## config.mk

```make
export PLATFORM = sky130hd
export DESIGN_NAME = uit_irq_timing
export DESIGN_NICKNAME = d
export VERILOG_FILES = /design/src/include/uit_pkg.sv /design/src/verilog/uit_fifo.sv /design/src/verilog/uit_irq_timing.sv
export SDC_FILE = /design/constraint.sdc
export NUM_CORES = 1
export LEC_CHECK = 0
export BUFFER_PORTS_ARGS = -buffer_cell sky130_fd_sc_hd__buf_2
export CORE_ASPECT_RATIO = 1.5
export CORE_MARGIN = 8
export CORE_UTILIZATION = 35
export DETAILED_ROUTE_END_ITERATION = 10
export HOLD_SLACK_MARGIN = 0.02
export PLACE_DENSITY = 0.57
export SLEW_MARGIN = 0
export SYNTH_ARGS = -nofsm -noshare
export SYNTH_HDL_FRONTEND = slang
export SYNTH_SLANG_ARGS = --single-unit
```

## constraint.sdc

```tcl
create_clock -name clk_in -period 8.35 [get_ports clk_in]
set_input_delay 1.67 -clock clk_in [delete_from_list [all_inputs] [get_ports clk_in]]
set_output_delay 1.67 -clock clk_in [all_outputs]
set_load 0.05 [all_outputs]
```

## src/include/uit_pkg.sv

```systemverilog
package uit_pkg;
    // =========================================================
    // Data path sizes.
    localparam int DATA_W = 8;
    localparam int FIFO_DEPTH = 16;
    localparam int COUNT_W = 5;

    // =========================================================
    // Receive timeout, counted in ticks of the sixteen-times baud clock.
    localparam int TIMEOUT_TICKS = 511;
    localparam int TIMER_W = 9;
    localparam logic [TIMER_W-1:0] TIMER_RESET = 9'h000;

    // =========================================================
    // Positions of the request flags in the flag vector.
    localparam int IRQ_OVERRUN = 0;
    localparam int IRQ_BREAK = 1;
    localparam int IRQ_PARITY = 2;
    localparam int IRQ_FRAMING = 3;
    localparam int IRQ_TIMEOUT = 4;
    localparam int IRQ_TX = 5;
    localparam int IRQ_RX = 6;
    localparam int IRQ_COUNT = 7;
    localparam logic [IRQ_COUNT-1:0] FLAGS_RESET = 7'h00;
endpackage

```

## src/verilog/uit_fifo.sv

```systemverilog
`timescale 1ns/1ps
module uit_fifo #(
    parameter int WIDTH = 8,
    parameter int DEPTH = 16,
    parameter int CW = 5
) (
    // Clock and reset
    input wire logic clk_in,
    input wire logic reset_n_in,
    // Fill side
    input wire logic in_valid_in,
    output logic in_ready_out,
    input wire logic [WIDTH-1:0] in_data_in,
    // Drain side
    input wire logic out_ready_in,
    output logic out_valid_out,
    output logic [WIDTH-1:0] out_data_out,
    // Fill level
    output logic [CW-1:0] count_out
);
    localparam int AW = $clog2(DEPTH);

    logic [WIDTH-1:0] mem [DEPTH];
    logic [AW-1:0] wr_ptr;
    logic [AW-1:0] rd_ptr;
    logic [CW-1:0] count;
    logic [AW-1:0] next_wr_ptr;
    logic [AW-1:0] next_rd_ptr;
    logic [CW-1:0] next_count;
    logic push;
    logic pop;

    // =========================================================
    // Handshakes; full and empty follow the true fill level.
    assign in_ready_out = (count != CW'(DEPTH));
    assign out_valid_out = (count != '0);
    assign out_data_out = mem[rd_ptr];
    assign count_out = count;
    assign push = in_valid_in && in_ready_out;
    assign pop = out_valid_out && out_ready_in;

    // Pointers wrap at the depth, which need not be a power of two.
    always_comb begin
        next_wr_ptr = wr_ptr;
        next_rd_ptr = rd_ptr;
        next_count = count;
        if (push) begin
            next_wr_ptr = (wr_ptr == AW'(DEPTH - 1)) ? '0 : wr_ptr + 1'b1;
        end
        if (pop) begin
            next_rd_ptr = (rd_ptr == AW'(DEPTH - 1)) ? '0 : rd_ptr + 1'b1;
        end
        if (push && !pop) begin
            next_count = count + 1'b1;
        end else if (pop && !push) begin
            next_count = count - 1'b1;
        end
    end

    always_ff @(posedge clk_in or negedge reset_n_in) begin
        if (!reset_n_in) begin
            wr_ptr <= '0;
            rd_ptr <= '0;
            count <= '0;
        end else begin
            wr_ptr <= next_wr_ptr;
            rd_ptr <= next_rd_ptr;
            count <= next_count;
        end
    end

    // Storage carries no reset, so it maps onto plain memory.
    always_ff @(posedge clk_in) begin
        if (push) begin
            mem[wr_ptr] <= in_data_in;
        end
    end
endmodule

```

## src/verilog/uit_irq_timing.sv

```systemverilog
// Behaviour
// [RULE1] Stop bit received while receive buffer full raises the overrun request.
// [RULE2] Break request rises when the stop bit position of a break frame arrives.
// [RULE3] Parity request rises once a wrong parity bit has been received.
// [RULE4] Framing request rises once the bit breaking the frame end is received.
// [RULE5] Receive timeout rises 511 baud ticks after the last store into the buffer.
// [RULE6] Without transmit FIFO, writing the next word clears the transmit request.
// [RULE7] With transmit FIFO, stop bit start at trigger fill level raises transmit request.
// [RULE8] Without receive FIFO, every received stop bit raises the receive request.
// [RULE9] With receive FIFO, the stop bit reaching the trigger level raises receive request.
// [RULE10] Without transmit FIFO, moving the held word into the shifter raises transmit request.
// [RULE11] Software may clear the transmit request through its clear bit.
// [RULE12] Each request stays set from its event until its clearing condition.
`timescale 1ns/1ps
module uit_irq_timing (
    // Clock and reset
    input wire logic clk_in,
    input wire logic reset_n_in,
    // Sixteen-times baud tick, one cycle wide
    input wire logic baud_x16_clock_in,
    // Configuration
    input wire logic tx_fifo_enable_in,
    input wire logic rx_fifo_enable_in,
    input wire logic [uit_pkg::COUNT_W-1:0] tx_trigger_level_in,
    input wire logic [uit_pkg::COUNT_W-1:0] rx_trigger_level_in,
    // Receiver frame events
    input wire logic rx_stop_in,
    input wire logic rx_break_in,
    input wire logic [uit_pkg::DATA_W-1:0] rx_frame_data_in,
    input wire logic rx_parity_done_in,
    input wire logic rx_parity_bad_in,
    input wire logic rx_frame_bad_in,
    // Receive data towards software
    output logic rx_valid_out,
    input wire logic rx_ready_in,
    output logic [uit_pkg::DATA_W-1:0] rx_data_out,
    // Transmit data from software
    input wire logic tx_valid_in,
    output logic tx_ready_out,
    input wire logic [uit_pkg::DATA_W-1:0] tx_data_in,
    // Transmit shift register side
    output logic tx_shift_valid_out,
    input wire logic tx_shift_ready_in,
    output logic [uit_pkg::DATA_W-1:0] tx_shift_data_out,
    input wire logic tx_stop_start_in,
    // Request flags and software clears, one bit per source
    input wire logic [uit_pkg::IRQ_COUNT-1:0] irq_clear_in,
    output logic [uit_pkg::IRQ_COUNT-1:0] irq_flags_out
);
    logic [uit_pkg::COUNT_W-1:0] tx_count;
    logic [uit_pkg::COUNT_W-1:0] rx_count;
    logic tx_fifo_in_valid;
    logic tx_fifo_in_ready;
    logic tx_push;
    logic tx_pop;
    logic rx_fifo_in_ready;
    logic rx_full;
    logic rx_push;
    logic rx_level_hit;
    logic tmo_fire;
    logic [uit_pkg::IRQ_COUNT-1:0] flags;
    logic [uit_pkg::IRQ_COUNT-1:0] next_flags;
    logic [uit_pkg::IRQ_COUNT-1:0] set_vec;
    logic [uit_pkg::IRQ_COUNT-1:0] clr_vec;
    logic [uit_pkg::TIMER_W-1:0] tmo_cnt;
    logic [uit_pkg::TIMER_W-1:0] next_tmo_cnt;
    logic tmo_armed;
    logic next_tmo_armed;

    // =========================================================
    // Transmit path
    // With the FIFO off only one word may wait, which models the holding buffer.
    assign tx_fifo_in_valid = tx_valid_in && (tx_fifo_enable_in || (tx_count == '0));
    assign tx_ready_out = tx_fifo_in_ready && (tx_fifo_enable_in || (tx_count == '0));
    assign tx_push = tx_valid_in && tx_ready_out;
    assign tx_pop = tx_shift_valid_out && tx_shift_ready_in;

    uit_fifo #(
        .WIDTH(uit_pkg::DATA_W),
        .DEPTH(uit_pkg::FIFO_DEPTH),
        .CW(uit_pkg::COUNT_W)
    ) u_tx_fifo (
        .clk_in(clk_in),
        .reset_n_in(reset_n_in),
        .in_valid_in(tx_fifo_in_valid),
        .in_ready_out(tx_fifo_in_ready),
        .in_data_in(tx_data_in),
        .out_ready_in(tx_shift_ready_in),
        .out_valid_out(tx_shift_valid_out),
        .out_data_out(tx_shift_data_out),
        .count_out(tx_count)
    );

    // =========================================================
    // Receive path
    // A frame that finds the buffer full is dropped; software stalls the drain.
    assign rx_full = !rx_fifo_in_ready || (!rx_fifo_enable_in && (rx_count != '0));
    assign rx_push = rx_stop_in && !rx_full;
    assign rx_level_hit = rx_push && ((rx_count + 1'b1) == rx_trigger_level_in);

    uit_fifo #(
        .WIDTH(uit_pkg::DATA_W),
        .DEPTH(uit_pkg::FIFO_DEPTH),
        .CW(uit_pkg::COUNT_W)
    ) u_rx_fifo (
        .clk_in(clk_in),
        .reset_n_in(reset_n_in),
        .in_valid_in(rx_push),
        .in_ready_out(rx_fifo_in_ready),
        .in_data_in(rx_frame_data_in),
        .out_ready_in(rx_ready_in),
        .out_valid_out(rx_valid_out),
        .out_data_out(rx_data_out),
        .count_out(rx_count)
    );

    // =========================================================
    // Receive timeout timer
    // Each store restarts the wait; an empty buffer disarms it, so no stale timeout.
    assign tmo_fire = tmo_armed && baud_x16_clock_in &&
        (tmo_cnt == uit_pkg::TIMER_W'(uit_pkg::TIMEOUT_TICKS - 1)); // see [RULE5]

    always_comb begin
        next_tmo_cnt = tmo_cnt;
        next_tmo_armed = tmo_armed;
        if (rx_push) begin
            next_tmo_cnt = uit_pkg::TIMER_RESET; // see [RULE5]
            next_tmo_armed = 1'b1;
        end else if (!rx_valid_out || tmo_fire) begin
            next_tmo_cnt = uit_pkg::TIMER_RESET;
            next_tmo_armed = 1'b0;
        end else if (tmo_armed && baud_x16_clock_in) begin
            next_tmo_cnt = tmo_cnt + 1'b1;
        end
    end

    always_ff @(posedge clk_in or negedge reset_n_in) begin
        if (!reset_n_in) begin
            tmo_cnt <= uit_pkg::TIMER_RESET;
            tmo_armed <= 1'b0;
        end else begin
            tmo_cnt <= next_tmo_cnt;
            tmo_armed <= next_tmo_armed;
        end
    end

    // =========================================================
    // Request flags
    // Set wins over clear, so an event in the clearing cycle is never lost.
    always_comb begin
        set_vec = '0;
        clr_vec = irq_clear_in; // see [RULE11]
        set_vec[uit_pkg::IRQ_OVERRUN] = rx_stop_in && rx_full; // see [RULE1]
        set_vec[uit_pkg::IRQ_BREAK] = rx_stop_in && rx_break_in; // see [RULE2]
        set_vec[uit_pkg::IRQ_PARITY] = rx_parity_done_in && rx_parity_bad_in; // see [RULE3]
        set_vec[uit_pkg::IRQ_FRAMING] = rx_frame_bad_in; // see [RULE4]
        set_vec[uit_pkg::IRQ_TIMEOUT] = tmo_fire; // see [RULE5]
        if (tx_fifo_enable_in) begin
            set_vec[uit_pkg::IRQ_TX] = tx_stop_start_in &&
                (tx_count == tx_trigger_level_in); // see [RULE7]
            if (tx_count > tx_trigger_level_in) begin
                clr_vec[uit_pkg::IRQ_TX] = 1'b1;
            end
        end else begin
            set_vec[uit_pkg::IRQ_TX] = tx_pop; // see [RULE10]
            if (tx_push) begin
                clr_vec[uit_pkg::IRQ_TX] = 1'b1; // see [RULE6]
            end
        end
        if (rx_fifo_enable_in) begin
            set_vec[uit_pkg::IRQ_RX] = rx_level_hit; // see [RULE9]
        end else begin
            set_vec[uit_pkg::IRQ_RX] = rx_stop_in; // see [RULE8]
        end
        next_flags = set_vec | (flags & ~clr_vec); // see [RULE12]
    end

    always_ff @(posedge clk_in or negedge reset_n_in) begin
        if (!reset_n_in) begin
            flags <= uit_pkg::FLAGS_RESET;
        end else begin
            flags <= next_flags;
        end
    end

    assign irq_flags_out = flags;
endmodule

```

# Word level (Yosys, flattened, before mapping)
# Memories as Yosys holds them, arrays and structs flattened.
# Index checks and enable logic that the tools add are counted.
[totals]
ram_bits = 256
inputBits = 47
n_memories = 2
register_bits = 43
[op_classes]
muxes = 22
n_lt_le_gt_ge = 1
n_eq_ne = 9
reduce_logical = 38
bitwise = 3
n_addsub = 9
[mem_list]
columns = ["name", "depth", "width", "read_ports", "rd_clocked_by_memory_dff", "wr", "line_no", "source"]
rows = [
  ["u_rx_fifo.mem", 16, 8, 1, 0, 1, "uit_fifo.sv:23", "logic [WIDTH-1:0] mem [DEPTH];"],
  ["u_tx_fifo.mem", 16, 8, 1, 0, 1, "uit_fifo.sv:23", ""],
]
[ops]
columns = ["op", "n"]
rows = [
  ["2-to-1 mux 9 bit", 3],
  ["logical AND 1 bit", 20],
  ["2-to-1 mux 5 bit", 4],
  ["adder 4 x 1 -> 4 bit, second input constant", 4],
  ["== test 4 bit, second input constant", 4],
  ["2-to-1 mux 4 bit", 4],
  ["2-to-1 mux 1 bit", 11],
  ["adder 5 x 1 -> 5 bit, second input constant", 2],
  ["== test 5 bit", 2],
  ["!= test 5 bit, second input constant", 2],
  ["nonzero test 5 bit", 2],
  ["subtractor 5 x 1 -> 5 bit, second input constant", 2],
  ["adder 9 x 1 -> 9 bit, second input constant", 1],
  ["== test 9 bit, second input constant", 1],
  ["logical NOT 1 bit", 8],
  ["AND 7 bit", 1],
  ["NOT 7 bit", 1],
  ["bitwise OR 7 bit", 1],
  ["nonzero test 2 bit", 3],
  ["greater-than comparator 5 bit", 1],
  ["logical NOT 5 bit", 1],
  ["logical OR 1 bit", 3],
  ["nonzero test 3 bit", 1],
]

# Logic depth before layout (Yosys ltp)
[logic_depth]
depth_word = 10
depth_mapped = 11

# Hierarchy
# From an unflattened synthesis, not the netlist that was laid out.
[hier_totals]
cells_unflattened = 749
hier_area_um2 = 12649.6
[by_module_without_submodules]
columns = ["mod", "seq_area_each_um2", "cells_each", "area_per_inst_um2", "instances"]
rows = [
  ["uit_fifo", 4169.0, 312, 5766.8, 2],
  ["uit_irq_timing", 425.4, 125, 1116.1, 1],
]

# Least setup slack after synthesis
# Ideal clock, no wire load.
[synth_timing]
kind = "in2reg"
from = "input tx_fifo_enable_in"
to = "register u_tx_fifo.count[4], in the netlist u_tx_fifo.count_out[4]"
cell_stages = 11
slack_ns = 4.256
required_time_ns = 8.270
t_arrival_ns = 4.014
path_buffers = 0
setup_time_ns = 0.080
cell_sequence = "inv_1 mux2i_2 nand2_1 inv_1 ha_1 inv_1 fa_1 a21o_1 a21oi_1 mux2i_1 xnor2_1"
[synth_between]
elab_chain_cells = 6
word_cells_on_any_way = 8
cone_classes = "1 x mux; 7 x reduce/logical"
[synth_rtl]
columns = ["element", "line_no", "source"]
rows = [
  ["from (decl)", "uit_irq_timing.sv:22", "input wire logic tx_fifo_enable_in,"],
  ["logical OR 1 bit *", "uit_irq_timing.sv:73", "assign tx_fifo_in_valid = tx_valid_in && (tx_fifo_enable_in || (tx_count == '0));"],
  ["logical AND 1 bit *", "uit_irq_timing.sv:73", ""],
  ["logical AND 1 bit *", "uit_fifo.sv:39", "assign push = in_valid_in && in_ready_out;"],
  ["named net u_tx_fifo.push", "uit_fifo.sv:30", "logic push;"],
  ["logical NOT 1 bit", "uit_fifo.sv:55", "end else if (pop && !push) begin"],
  ["logical AND 1 bit", "uit_fifo.sv:55", ""],
  ["nonzero test 2 bit (no line)", "n/a", ""],
  ["to (signal assigned)", "uit_fifo.sv:68", "count <= next_count;"],
  ["to (decl)", "uit_fifo.sv:26", "logic [CW-1:0] count;"],
]
# The timed path passes the listed nets; every way through them passes the cells marked *.
# A chain may end at the register's enable or synchronous reset.

# Worst setup path in the final report
[layout_timing]
from = "register u_rx_fifo.rd_ptr[0]"
to = "output rx_data_out[0] (netlist name)"
[layout_between]
elab_chain_cells = 1
[layout_rtl]
columns = ["element", "line_no", "source"]
rows = [
  ["from (decl)", "uit_fifo.sv:25", "logic [AW-1:0] rd_ptr;"],
  ["from (signal assigned)", "uit_fifo.sv:67", "rd_ptr <= next_rd_ptr;"],
  ["memory (16 x 8 bit)", "n/a", ""],
  ["to (decl)", "uit_irq_timing.sv:36", "output logic [uit_pkg::DATA_W-1:0] rx_data_out,"],
]
# No other way between the ends.

==> impl_metrics.toml <==
[grt]
grt_use_met2_pct = 25.0
antenna_found_initial = 0
grt_pass1_vias = 7010
grt_util_met3_pct = 2.01
top_usage_layer = "met2"
grt_max_degree = 54
grt_pass1_wl_um = 40700
grt_use_met1_pct = 12.8
grt_overflow = 0
track_usage_pct = 12.6

[placed_design]
post-place-ws_ps = 4110
dpl_cell_area_um2 = 13400
dp_hpwl_um = 18200
io_buffer_count = 72
routabilityCongestion = 0.760

[timing]
slew_viol_final = 0
hold_viol = 0
fin_crit_sh_pct = 57.1
worst_slew_pin_slew_ps = 1040
tns_ps = 0
period_needed_ps = 4770
finClkSkew_ps = 7.42
fmax_ghz = 0.210
grt_setup_unrepaired = "false"
slew_headroom_pct = 30.7
final.setup.worst_slack_ps = 3580
setup_viol = 0

[clock_network]
cts_buffers = 30
cts_tree = "done"
cts.sinks = 299
hold_buffers = 0
clkSlewWorstSetupHoldPaths_ps = 60
cts_setup_buffers = 0
clk_path_buf_depth = 3
cts_root_buf = "clkbuf_16"
clkLatencyLatePin_ps = 560
h-tree-depth = 1
cts_resized = 0

[worst_setup_path]
cp_data_required_time_ps = 6680
crit_arrival_ps = 3100
worstSetupPathType = "reg2out"
cpMaxStageDelayCell = "a221oi_1"
endpoint_kind = "primary output"
slowest_delay_ps = 740
start_kind = "flop"
cp_max_fo = 53
crit_chain = "buf_4, mux2i_1, a221oi_1, a22oi_1, nand2_1, buf_2"

[floorplan]
start_util_pct = 35.6
chipWidth_um = 170
std_cell_rows = 84
die_h_um = 247
coreArea_um2 = 35100
ios = 73
dieArea_um2 = 42100

[yosys]
yosys_warnings = 0
synth_fp_nets = 806
netlist_instances = 734
synth_ff_type = "edfxtp_1"
syn_area_um2 = 12500
synth_seq_cells = 299
async_flop_share_pct = 14.4
ys_seq_area_share_pct = 70.2
synth_edf_count = 256
syn_area_per_cell_um2 = 17.0
yosysUniqueCellTypes = 51

[cells_and_area]
final_nets = 889
final_util_pct = 41.1
drive_above_1_share_pct = 23.5
layout_common_cells = "edfxtp_1 (256), buf_2 (72), mux4_2 (48)"
n_fill_cell = 3215
syn_to_final_growth_pct = 15.7
regArea_um2 = 8770
final_common_cell = "edfxtp_1"
final_area_um2 = 14400
multi_input_area_um2 = 3460
antenna_cells = 0

[detailed_routing]
drc_errors = 0
drt_iter0_drc = 315
ant_nets = 0
viasPerCell = 4.96
num_vias = 6512
wl_um = 26300
wl_per_cell_um = 20.0
dr.pass1.iters = 4

[power_and_ir_drop]
irDropWorstVdd_v = 0.000279
power.density_nw_per_um2 = 348
p_leak_nw = 5.07

[job]
maxCapViolCount = 0

[run_status]
status = "finished clean"

[min_path]
hp-class = "reg2reg"
==> synth_stat cells, types with 13 or more instances <==
| cell | number | area share, % |
|---|---|---|
| xnor2_1 | 16 | 1.1 |
| mux4_2 | 48 | 8.7 |
| buf_2 | 13 | 0.52 |
| a221oi_1 | 16 | 1.1 |
| nand3_1 | 19 | 0.76 |
| o21ai_0 | 20 | 0.80 |
| ha_1 | 24 | 2.4 |
| dfrtp_1 | 43 | 8.6 |
| inv_1 | 28 | 0.84 |
| mux2i_1 | 43 | 3.4 |
| nand2_1 | 26 | 0.78 |
| nor2_1 | 37 | 1.1 |
| a21oi_1 | 20 | 0.80 |
| edfxtp_1 | 256 | 62 |
==> registers in the layout, summed over array words and instances, names as in the netlist, 4 cells and up <==
register and flops:
irq_flags_out 7, tmo_cnt 9, u_rx_fifo.count_out 5, u_rx_fifo.mem 128, u_rx_fifo.rd_ptr 4, u_rx_fifo.wr_ptr 4
u_tx_fifo.count_out 5, u_tx_fifo.mem 128, u_tx_fifo.rd_ptr 4, u_tx_fifo.wr_ptr 4
==> path summary, 6_finish.rpt <==
kind	from	endpoint	slack, ps	cells after the start
max in group asynchronous	reset_n_in	u_rx_fifo.rd_ptr[0]	6710	2
min	irq_flags_out[3]	irq_flags_out[3]	480	1
min in group asynchronous	reset_n_in	irq_flags_out[5]	1200	2
min reg2reg	irq_flags_out[3]	irq_flags_out[3]	480	1
max reg2reg	u_tx_fifo.count_out[1]	u_tx_fifo.count_out[4]	5270	11
max	u_rx_fifo.rd_ptr[0]	rx_data_out[0]	3580	6
==> layer usage <==
metal | wire, µm | vias up
li1 | - | 3047
met1 | 9550 | 3315
met2 | 15000 | 103
met3 | 899 | 47
met4 | 849 | 0
met5 | 0 | -
==> power breakdown <==
group / leakage, nW / switching [mW] / total, mW / internal [mW]
clock network: 0.518 / 0.567 / 1.44 / 0.870
registers: 2.83 / 0.151 / 1.92 / 1.77
logic: 1.72 / 1.04 / 1.67 / 0.635
total: 5.07 / 1.76 / 5.03 / 3.28
==> kinds of logic after synthesis <==
kind of cell | share of synthesized area (%)
multiplexers | 12.8
AND/OR/NAND/NOR | 5.03
flip-flops | 70.2
buffers and inverters | 2.23
XOR/XNOR | 1.96
AO/OA/AOI/OAI | 5.24
adder cells (fa/ha/maj) | 2.57
==> final cells by class <==
type	count	area share, %
Sequential cell	299	60.7
Multi-Input combinational cell	373	24.0
Clock buffer	35	5.54
Tap cell	473	4.10
Timing Repair Buffer	85	3.17
Clock inverter	21	1.81
Inverter	28	0.728
==> metrics by stage <==
stage | hold slack [ps] | total power [mW] | cells
2_1_floorplan | 498 | 3.23 | 734
3_3_place_gp | 458 | 3.64 | 1258
3_5_place_dp | 468 | 3.66 | 1258
4_1_cts | 483 | 5.11 | 1314
5_1_grt | 504 | 5.30 | 1314
6_report | 476 | 5.03 | 1314
==> worst max-delay path, delay by kind of cell (launching register included) <==
kind	cells	cell delay, ps
flip-flops	1	340
multiplexers	1	180
buffers and inverters	2	950
AO/OA/AOI/OAI	2	940
AND/OR/NAND/NOR	1	90
No activity file was read; power rests on OpenSTA's default activity.
